File: src/mss_params.svh
`ifndef MSS_PARAMS_SVH
`define MSS_PARAMS_SVH

// APB register byte offsets
`define MSS_CFG_OFF        12'h000
`define MSS_STAT_OFF       12'h004
`define MSS_SCNT_OFF       12'h008

// Configuration register fields
`define MSS_CFG_RANGE_LSB  0
`define MSS_CFG_FMOD_LSB   8
`define MSS_CFG_SMOD_LSB   16
`define MSS_CFG_TYPE_BIT   24
`define MSS_CFG_RST        32'h0000_0000

// Status register fields
`define MSS_STAT_FHIT_BIT  0
`define MSS_STAT_FSEL_LSB  4
`define MSS_STAT_SREQ_BIT  8
`define MSS_STAT_SSEL_LSB  12

// Address bit positions
`define MSS_RANGE_LSB      13
`define MSS_BIP_PAIR_LSB   11
`define MSS_MOS_PAIR_LSB   13

// Field widths
`define MSS_RANGE_W        5
`define MSS_MOD_W          4

`endif

File: src/mss_pkg.sv
`include "mss_params.svh"

package mss_pkg;

  typedef enum logic {
    MSS_MOS,
    MSS_BIPOLAR
  } mss_mem_t;

  typedef logic [`MSS_RANGE_W-1:0] mss_range_t;
  typedef logic [`MSS_MOD_W-1:0]   mss_mod_t;

  // Module-select address pair for the configured storage type
  function automatic logic [1:0] mss_pair(input logic [17:0] addr, input mss_mem_t t);
    if (t == MSS_BIPOLAR) begin
      return addr[`MSS_BIP_PAIR_LSB +: 2];
    end
    return addr[`MSS_MOS_PAIR_LSB +: 2];
  endfunction : mss_pair

endpackage : mss_pkg

File: src/mss_addr_decode.sv
`timescale 1ns/1ps
`include "mss_params.svh"

module mss_addr_decode
  import mss_pkg::*;
#(
  parameter int ADDR_W = 18
) (
  input  wire logic [ADDR_W-1:0] addr,
  input  wire mss_range_t        range_straps,
  input  wire mss_mod_t          module_straps,
  input  wire mss_mem_t          mem_type,
  output logic                   hit,
  output mss_mod_t               module_sel
);

  generate
    if (ADDR_W != 18) begin : g_bad_width
      $error("mss_addr_decode: ADDR_W must be 18");
    end
  endgenerate

  logic [1:0]             pair;
  logic [`MSS_RANGE_W-1:0] range_ok;
  logic [`MSS_MOD_W-1:0]   mod_ok;

  always_comb begin
    pair = mss_pair(addr[17:0], mem_type);
    for (int i = 0; i < `MSS_RANGE_W; i++) begin
      range_ok[i] = (addr[`MSS_RANGE_LSB + i] == range_straps[i]);
    end
    // Bits 14 and 13 need no range-strap match for MOS storage
    if (mem_type == MSS_MOS) begin
      range_ok[1:0] = 2'h3;
    end
    for (int k = 0; k < `MSS_MOD_W; k++) begin
      mod_ok[k] = module_straps[k] | (pair != 2'(k));
    end
    hit        = (&range_ok) & (&mod_ok);
    module_sel = hit ? (4'h1 << pair) : 4'h0;
  end

endmodule : mss_addr_decode

File: src/mss_select_decoder.sv
`timescale 1ns/1ps
`include "mss_params.svh"

// Functional notes
// Address bits 11-17 decide controller response
// Bits 17,16 pick one 32K section
// Bit 15 picks 16K group, this controller
// MOS: bits 14,13 select MOS module
// Bipolar: bits 14,13 place 4K block
// Bipolar: bits 12,11 select 1K module
// Accepted fast address returns active-low acknowledge
// Valid equals AND of nine terms
// Removed strap needs 1, fitted needs 0
// Module term passes if removed or outside
// MOS ignores range straps for 14,13
// Module pair: 12,11 bipolar; 14,13 MOS
// One removed module strap per sub-range
// Range straps place block; module straps assign
// Range straps map to bits 17..13
// System decoder shares range, own module straps
// System hit plus sync strobe requests cycle
// Straps static; decode follows stable address
// Memory type switches module-select pair
module mss_select_decoder
  import mss_pkg::*;
#(
  parameter int ADDR_W = 18
) (
  input  wire logic              pclk,
  input  wire logic              presetn,
  input  wire logic              psel,
  input  wire logic              penable,
  input  wire logic              pwrite,
  input  wire logic [11:0]       paddr,
  input  wire logic [31:0]       pwdata,
  input  wire logic [3:0]        pstrb,
  output logic      [31:0]       prdata,
  output logic                   pready,
  output logic                   pslverr,
  input  wire logic [ADDR_W-1:0] fast_addr,
  input  wire logic [ADDR_W-1:0] sys_addr,
  input  wire logic              master_sync_strobe_n,
  output logic                   valid_address_ack_n,
  output mss_mod_t               fast_module_sel,
  output logic                   cycle_request_n,
  output mss_mod_t               sys_module_sel
);

  generate
    if (ADDR_W != 18) begin : g_bad_width
      $error("mss_select_decoder: ADDR_W must be 18");
    end
  endgenerate

  // Strap registers and bus state
  mss_range_t  range_r,  range_nxt;
  mss_mod_t    fmod_r,   fmod_nxt;
  mss_mod_t    smod_r,   smod_nxt;
  mss_mem_t    mtype_r,  mtype_nxt;
  logic [31:0] scnt_r,   scnt_nxt;
  logic [31:0] prdata_r, prdata_nxt;
  logic        pready_r, pready_nxt;
  logic        perr_r,   perr_nxt;

  // Decode outputs
  logic        ack_n_r,  ack_n_nxt;
  mss_mod_t    fsel_r,   fsel_nxt;
  logic        req_n_r,  req_n_nxt;
  mss_mod_t    ssel_r,   ssel_nxt;

  logic        fast_hit;
  mss_mod_t    fast_sel;
  logic        sys_hit;
  mss_mod_t    sys_sel;
  logic        wr_en;
  logic        mapped;

  // Fast-bus decoder
  mss_addr_decode #(
    .ADDR_W        (ADDR_W)
  ) u_fast_dec (
    .addr          (fast_addr),
    .range_straps  (range_r),
    .module_straps (fmod_r),
    .mem_type      (mtype_r),
    .hit           (fast_hit),
    .module_sel    (fast_sel)
  );

  // System-bus decoder shares range straps
  mss_addr_decode #(
    .ADDR_W        (ADDR_W)
  ) u_sys_dec (
    .addr          (sys_addr),
    .range_straps  (range_r),
    .module_straps (smod_r),
    .mem_type      (mtype_r),
    .hit           (sys_hit),
    .module_sel    (sys_sel)
  );

  // Decode result registering
  always_comb begin
    ack_n_nxt = ~fast_hit;
    fsel_nxt  = fast_sel;
    req_n_nxt = ~(sys_hit & ~master_sync_strobe_n);
    ssel_nxt  = sys_sel;
  end

  always_ff @(posedge pclk or negedge presetn) begin
    if (!presetn) begin
      ack_n_r <= 1'b1;
      fsel_r  <= 4'h0;
      req_n_r <= 1'b1;
      ssel_r  <= 4'h0;
    end else begin
      ack_n_r <= ack_n_nxt;
      fsel_r  <= fsel_nxt;
      req_n_r <= req_n_nxt;
      ssel_r  <= ssel_nxt;
    end
  end

  // APB slave, zero wait states
  always_comb begin
    mapped = (paddr == `MSS_CFG_OFF) || (paddr == `MSS_STAT_OFF) ||
             (paddr == `MSS_SCNT_OFF);
    wr_en      = psel & penable & pready_r & pwrite & ~perr_r;
    range_nxt  = range_r;
    fmod_nxt   = fmod_r;
    smod_nxt   = smod_r;
    mtype_nxt  = mtype_r;
    scnt_nxt   = scnt_r;
    pready_nxt = psel & ~penable;
    perr_nxt   = psel & ~penable & ~mapped;
    prdata_nxt = prdata_r;
    // Count each new system cycle request unless a counter write clears in that cycle
    if (req_n_r && !req_n_nxt) begin
      scnt_nxt = scnt_r + 32'h0000_0001;
    end
    if (wr_en && paddr == `MSS_CFG_OFF) begin
      if (pstrb[0]) begin
        range_nxt = pwdata[`MSS_CFG_RANGE_LSB +: `MSS_RANGE_W];
      end
      if (pstrb[1]) begin
        fmod_nxt = pwdata[`MSS_CFG_FMOD_LSB +: `MSS_MOD_W];
      end
      if (pstrb[2]) begin
        smod_nxt = pwdata[`MSS_CFG_SMOD_LSB +: `MSS_MOD_W];
      end
      if (pstrb[3]) begin
        mtype_nxt = mss_mem_t'(pwdata[`MSS_CFG_TYPE_BIT]);
      end
    end
    // Write to the counter clears it
    if (wr_en && paddr == `MSS_SCNT_OFF) begin
      scnt_nxt = 32'h0000_0000;
    end
    if (psel && !penable) begin
      prdata_nxt = 32'h0000_0000;
      if (!pwrite) begin
        case (paddr)
          `MSS_CFG_OFF: begin
            prdata_nxt[`MSS_CFG_RANGE_LSB +: `MSS_RANGE_W] = range_r;
            prdata_nxt[`MSS_CFG_FMOD_LSB +: `MSS_MOD_W]    = fmod_r;
            prdata_nxt[`MSS_CFG_SMOD_LSB +: `MSS_MOD_W]    = smod_r;
            prdata_nxt[`MSS_CFG_TYPE_BIT]                  = mtype_r;
          end
          `MSS_STAT_OFF: begin
            prdata_nxt[`MSS_STAT_FHIT_BIT]             = ~ack_n_r;
            prdata_nxt[`MSS_STAT_FSEL_LSB +: `MSS_MOD_W] = fsel_r;
            prdata_nxt[`MSS_STAT_SREQ_BIT]             = ~req_n_r;
            prdata_nxt[`MSS_STAT_SSEL_LSB +: `MSS_MOD_W] = ssel_r;
          end
          `MSS_SCNT_OFF: begin
            prdata_nxt = scnt_r;
          end
          default: begin
            prdata_nxt = 32'h0000_0000;
          end
        endcase
      end
    end
  end

  always_ff @(posedge pclk or negedge presetn) begin
    if (!presetn) begin
      range_r  <= `MSS_RANGE_W'(`MSS_CFG_RST);
      fmod_r   <= 4'h0;
      smod_r   <= 4'h0;
      mtype_r  <= MSS_MOS;
      scnt_r   <= 32'h0000_0000;
      prdata_r <= 32'h0000_0000;
      pready_r <= 1'b0;
      perr_r   <= 1'b0;
    end else begin
      range_r  <= range_nxt;
      fmod_r   <= fmod_nxt;
      smod_r   <= smod_nxt;
      mtype_r  <= mtype_nxt;
      scnt_r   <= scnt_nxt;
      prdata_r <= prdata_nxt;
      pready_r <= pready_nxt;
      perr_r   <= perr_nxt;
    end
  end

  assign prdata              = prdata_r;
  assign pready              = pready_r;
  assign pslverr             = perr_r;
  assign valid_address_ack_n = ack_n_r;
  assign fast_module_sel     = fsel_r;
  assign cycle_request_n     = req_n_r;
  assign sys_module_sel      = ssel_r;
endmodule : mss_select_decoder

File: config.mk
export PLATFORM = sky130hd
export DESIGN_NAME = mss_select_decoder
export DESIGN_NICKNAME = d
export VERILOG_FILES = /design/src/mss_pkg.sv /design/src/mss_addr_decode.sv /design/src/mss_select_decoder.sv
export VERILOG_INCLUDE_DIRS = /design/src
export SDC_FILE = /design/constraint.sdc
export NUM_CORES = 1
export LEC_CHECK = 0
export BUFFER_PORTS_ARGS = -buffer_cell sky130_fd_sc_hd__buf_4
export CORE_UTILIZATION = 45
export DETAILED_ROUTE_END_ITERATION = 8
export PLACE_DENSITY_LB_ADDON = 0.05
export SLEW_MARGIN = 20
export SYNTH_ARGS = -nofsm -noshare
export SYNTH_HDL_FRONTEND = slang
export SYNTH_SLANG_ARGS = --single-unit
export TNS_END_PERCENT = 30
File: constraint.sdc
create_clock -name pclk -period 3.1 [get_ports pclk]
set_input_delay 0.62 -clock pclk [delete_from_list [all_inputs] [get_ports pclk]]
set_output_delay 0.62 -clock pclk [all_outputs]
set_load 0.05 [all_outputs]
* Word-level counts from Yosys, hierarchy flattened
Cells that the tools add are included.
** Cells by class
- Mux-type cells :: 23
- Divide/modulo/power cells :: 0
- $mul :: 0
- Bitwise gates (word level) :: 25
- Equal/unequal tests :: 18
- Reduce and logical (&&, ||, !) cells :: 19
- $add $sub $neg :: 1
- Shift operators :: 2
- $lt $le $gt $ge :: 0
** Operators with widths (number)
- 32-bit two-way mux :: 3
- 32-bit by 1-bit adder with 32-bit output, second input constant :: 1
- 3-bit one-hot mux with 2 select lines :: 3
- 4-bit one-hot mux with 2 select lines :: 2
- 12-bit by 3-bit equality test with 1-bit output, second input constant :: 1
- 12-bit by 4-bit equality test with 1-bit output, second input constant :: 1
- 12-bit zero test :: 1
- 2-bit two-way mux :: 6
- 4-bit two-way mux :: 3
- 1-bit equality test :: 10
- 5-bit AND reduction :: 2
- 1-bit AND :: 9
- 1-bit one-hot mux with 3 select lines :: 3
- 2-bit inequality test, second input constant :: 4
- 1-bit inverter :: 8
- 1-bit OR :: 8
- 2-bit AND reduction :: 4
- 4-bit AND reduction :: 2
- 1-bit by 2-bit left shift with 4-bit output, first input constant :: 2
- 7-bit two-way mux :: 1
- 2-bit nonzero test :: 3
- 1-bit logical AND :: 4
- 2-bit by 1-bit inequality test with 1-bit output, second input constant :: 2
- 1-bit logical OR :: 2
- 3 further kinds :: 3
** Word-level totals
- Bits in registers :: 90
- RAM bits :: 0
- Memories kept :: 0
- Memory bits (read-only) :: 0
- Bits in latches :: 0

* Depth between registers and ports, before layout
- Depth in word-level cells :: 10
- Gate-level depth with buffers :: 7
- Mapped depth without buffers :: 6

* Modules after synthesis
A second synthesis with hierarchy kept.
** Second synthesis, totals
- Cells, all modules :: 440
- Area, all modules :: 4604.4 um^2
** Modules (own cells, without submodules)
- mss_select_decoder :: cells each 372, area an instance 4121.5 um^2, instances 1
- mss_addr_decode :: cells each 34, area an instance 241.5 um^2, instances 2

* Least setup slack after synthesis
Ideal clock, no wire load.
- Path kind :: input to register
- Start :: input port paddr[7]
- End :: register range_r[0]
- Path slack :: 0.736 ns
- Setup time :: 0.128 ns
- Stages on the path :: 5
- Buffers on the path :: 0
- Arrival time :: 2.236 ns
- Cells stage by stage :: or4_1 -> nor4_4 -> and3_1 -> nand2_1 -> mux2_1
** Between the ends
- Cells in the longest elaborated chain, start to end :: 3
** RTL lines
- start: declaration :: line mss_select_decoder.sv:34 : input wire logic [11:0] paddr,
- 12-bit zero test
- 1-bit logical AND (no line)
- 2-bit AND reduction (no line)
- end signal: assignment :: line mss_select_decoder.sv:188 : range_r <= `MSS_RANGE_W'(`MSS_CFG_RST);
- end signal: assignment :: line mss_select_decoder.sv:197 : range_r <= range_nxt;
- end: declaration :: line mss_select_decoder.sv:56 : mss_range_t range_r, range_nxt;
Every way passes these cells.
A chain may end at the register's enable or synchronous reset.

* Worst setup path in the final report
- Start :: register mtype_r
- End :: register scnt_r[3]
** Between the ends
- Cells in the longest elaborated chain, start to end :: 9
** RTL lines
- start: declaration :: line mss_select_decoder.sv:59 : mss_mem_t mtype_r, mtype_nxt;
- start signal: assignment :: line mss_select_decoder.sv:200 : mtype_r <= mtype_nxt;
- 1-bit two-way mux :: line mss_pkg.sv:15 : if (t == MSS_BIPOLAR) begin
- 2-bit two-way mux :: line mss_pkg.sv:18 : return addr[`MSS_MOS_PAIR_LSB +: 2];
- 2-bit by 1-bit inequality test with 1-bit output, or another cell as far along :: line mss_addr_decode.sv:37 : mod_ok[k] = module_straps[k] | (pair != 2'(k));
- 1-bit OR :: line mss_addr_decode.sv:37
- 4-bit AND reduction :: line mss_addr_decode.sv:39 : hit = (&range_ok) & (&mod_ok);
- 1-bit AND * :: line mss_addr_decode.sv:39
- 1-bit AND * :: line mss_select_decoder.sv:106 : req_n_nxt = ~(sys_hit & ~master_sync_strobe_n);
- 1-bit logical AND * :: line mss_select_decoder.sv:138 : if (req_n_r && !req_n_nxt) begin
- 2-bit nonzero test (no line) *
- end signal: assignment :: line mss_select_decoder.sv:201 : scnt_r <= scnt_nxt;
- end: declaration :: line mss_select_decoder.sv:60 : logic [31:0] scnt_r, scnt_nxt;
Mark *: on every way between the ends. The rest lies on a longest branch, timed or not.

==> metrics.txt <==
critical path required time ~3.4 ns; First-pass DRT Iterations 5; CTS Root Cell clkbuf_8; Ports about 130; syn nets 529; CTS Hold Buffers Added 0; post-synthesis area per instance between 10 and 15 sq um; setup TNS 0 ns; RD Place Congestion 0.820; RSZ-0062 raised after global routing no; fraction of registers with async set/reset 100%; layout net count around 620; outcome complete, no violations; fin crit period ~2.6 ns; pin count of the biggest net entering global routing 58; Port-buffer cells just over 90; Seq/Total Area, Yosys between 40% and 50%; grt ovf 0; Core Region roughly 9800 sq um; Final Setup Violations 0; r2r worst-path depth 5; Synth cell types 43; Final Skew 0.00965 ns; final hold vios 0; Seq cells post-synth 90; Post-CTS Setup Inserts 0; Lkg Pwr 2.56 nW; clk_lat worst skew 0.36 ns; Warnings, synthesis 0; Crit. End Element flop; htree depth 3; Worst EP arrival around 2.9 ns; Initial Utilization between 40% and 50%; R2R Path Start mtype_r; CP Launch Type flop; Syn Inst Count about 440; first-pass GRT wire length 18.8 mm; share of layout cells above drive strength 1 between 20 and 30%; Worst slew margin around half; synthesized area 4560 sq um; EDFF count, synth 0; clk sink count 90; total routed wirelength about 12 mm; n_diodes 0; row count 36; Max Clk Rate between 0.3 and 0.4 GHz; DR DRC count 0; CP Launch Point mtype_r; Setup crit end scnt_r[3]; total CTS buffers 9; WS Path Type reg -> reg; Area growth syn-to-layout 22.4%; PostCTS Resize Cnt 0; dpl cell area 5390 sq um; Worst-Margin Slew 0.767 ns; Pins Over Slew Limit 0; DRT iter0 DRCs 193; initial antenna violation count 0; DP HPWL about 8.7 mm; Power Density between 300 and 400 nW/um^2; Worst Hold Class in -> async; maxcap violations 0; Worst-path clk slew approximately 0.09 ns; vias per cell approximately 5.7; worst-path fanout max between 50 and 60; ANT nets after route 0; full die area 10500 sq um; reg2reg setup slack roughly 0.50 ns; Tcrit/Tclk final 83.7%; Vias 3814; Main synth FF type dfrtp_1; Max Root-Sink Buffers 2; RR Endpoint scnt_r[3]; All-Layer GR Usage around a quarter; design area ~5600 sq um; Die Ht approximately 100 um; vias in the first global route roughly 3600; die width between 100 and 150 um; CTS tree yes; VDD IR max around 0.22 mV; DR WL/cell approximately 18 um
[cell usage in the layout, fill, tap and decap left out, drive strengths merged]
cell type,n
nor2,14
or4,24
and4,6
clkinv,4
mux2i,27
mux2,15
bufinv,1
a32o,2
or2,2
a32oi,2
and2,4
nor4,3
nand2b,9
nand2,40
a22o,11
o22ai,2
nand4,15
xor2,10
or3,3
buf,105
o31ai,22
a22oi,8
mux4,1
nor2b,4
clkinvlp,1
and3,8
o21ai,24
inv,6
ha,1
dfstp,2
dfrtp,88
nor3b,2
a21oi,29
nor3,10
clkbuf,10
nand3,16
[registers in the layout, summed over array words and instances (netlist names)]
signal	flops
fast_module_sel	4
smod_r	4
scnt_r	32
valid_address_ack_n	1
range_r	5
cycle_request_n	1
fmod_r	4
pslverr	1
mtype_r	1
sys_module_sel	4
pready	1
prdata	32
[cells by family (layout without fill, tap and decap cells)]
logic type               count (synthesis)  count (layout)  synth area share, %
multiplexers                            43              43                 10.3
AO/OA/AOI/OAI                          100             100                 14.5
flip-flops                              90              90                 49.5
adder cells (fa/ha/maj)                  1               1                0.275
XOR/XNOR                                10              10                 1.92
AND/OR/NAND/NOR                        160             160                 20.2
buffers and inverters                   34             127                 3.38
[worst min-delay path by stage]
stage	start	to	slack, ns	cells past startpoint
2_1_floorplan	presetn	fast_module_sel[0]	0.32	0
3_3_place_gp	prdata[6]	prdata[6]	0.47	2
3_5_place_dp	prdata[7]	prdata[7]	0.47	2
4_1_cts	presetn	prdata[12]	0.27	1
5_1_grt	presetn	prdata[4]	0.29	1
6_report	presetn	prdata[12]	0.26	1
[cell usage after synthesis (all sizes together), types with 2 or more instances]
master  number  share of area [%]
a21oi       29                3.7
a22o        11                2.1
a22oi        8                1.3
a32o         2               0.44
a32oi        2               0.38
and2         4               0.55
and3         8                1.1
and4         6                1.2
buf          9                1.3
clkbuf      19                1.6
dfrtp       88                 48
dfstp        2                1.2
inv          6               0.49
mux2        15                3.8
mux2i       27                6.0
nand2       40                3.3
nand2b       9                1.2
nand3       16                1.8
nand4       15                2.1
nor2        14                1.2
nor2b        4               0.55
nor3        10                1.1
nor3b        2               0.33
nor4         3               0.74
o21ai       24                2.6
o22ai        2               0.27
o31ai       22                3.6
or2          2               0.27
or3          3               0.41
or4         24                4.4
xor2        10                1.9
[power by group]
| group | switching, mW | total (mW) | internal [mW] |
|---|---|---|---|
| sequential | 0.000786 | 1.17 | 1.17 |
| clock | 0.409 | 0.777 | 0.367 |
| combinational | 0.0770 | 0.140 | 0.0625 |
[through the flow]
stage	utilization (%)	setup slack, ns	hold WS (ns)	total power [mW]	cells
2_1_floorplan	-	0.736	0.324	1.25	438
3_3_place_gp	55.2	0.470	0.474	1.34	648
3_5_place_dp	55.2	0.425	0.472	1.34	648
4_1_cts	57.1	0.508	0.275	2.11	664
5_1_grt	57.1	0.326	0.291	2.18	664
6_report	57.1	0.504	0.259	2.09	664
[worst max-delay path, stage by stage, from the launching register on]
cell and delay, ns:
dfrtp_1 0.66, mux2i_2 0.45, mux2i_1 0.16, mux2_4 0.50, or4_1 0.56, a21oi_1 0.17
[layout make-up]
| cell class | instances | area (sq um) |
|---|---|---|
| inverters | 6 | 22.5 |
| fillers | 875 | 4200 |
| clock buffers | 10 | 128 |
| clock inverters | 6 | 57.6 |
| well taps | 133 | 166 |
| repair buffers | 105 | 801 |
| flip-flops and latches | 90 | 2250 |
| multi-input cells | 314 | 2150 |
[per-layer routing]
layer	track usage (%)	vias to the layer above	routed length, um
met1	31.1	1858	5170
met4	8.79	0	212
li1	-	1813	-
met2	39.4	127	5760
met3	4.41	16	628
met5	0	-	0
No activity file was read; power rests on OpenSTA's default activity.
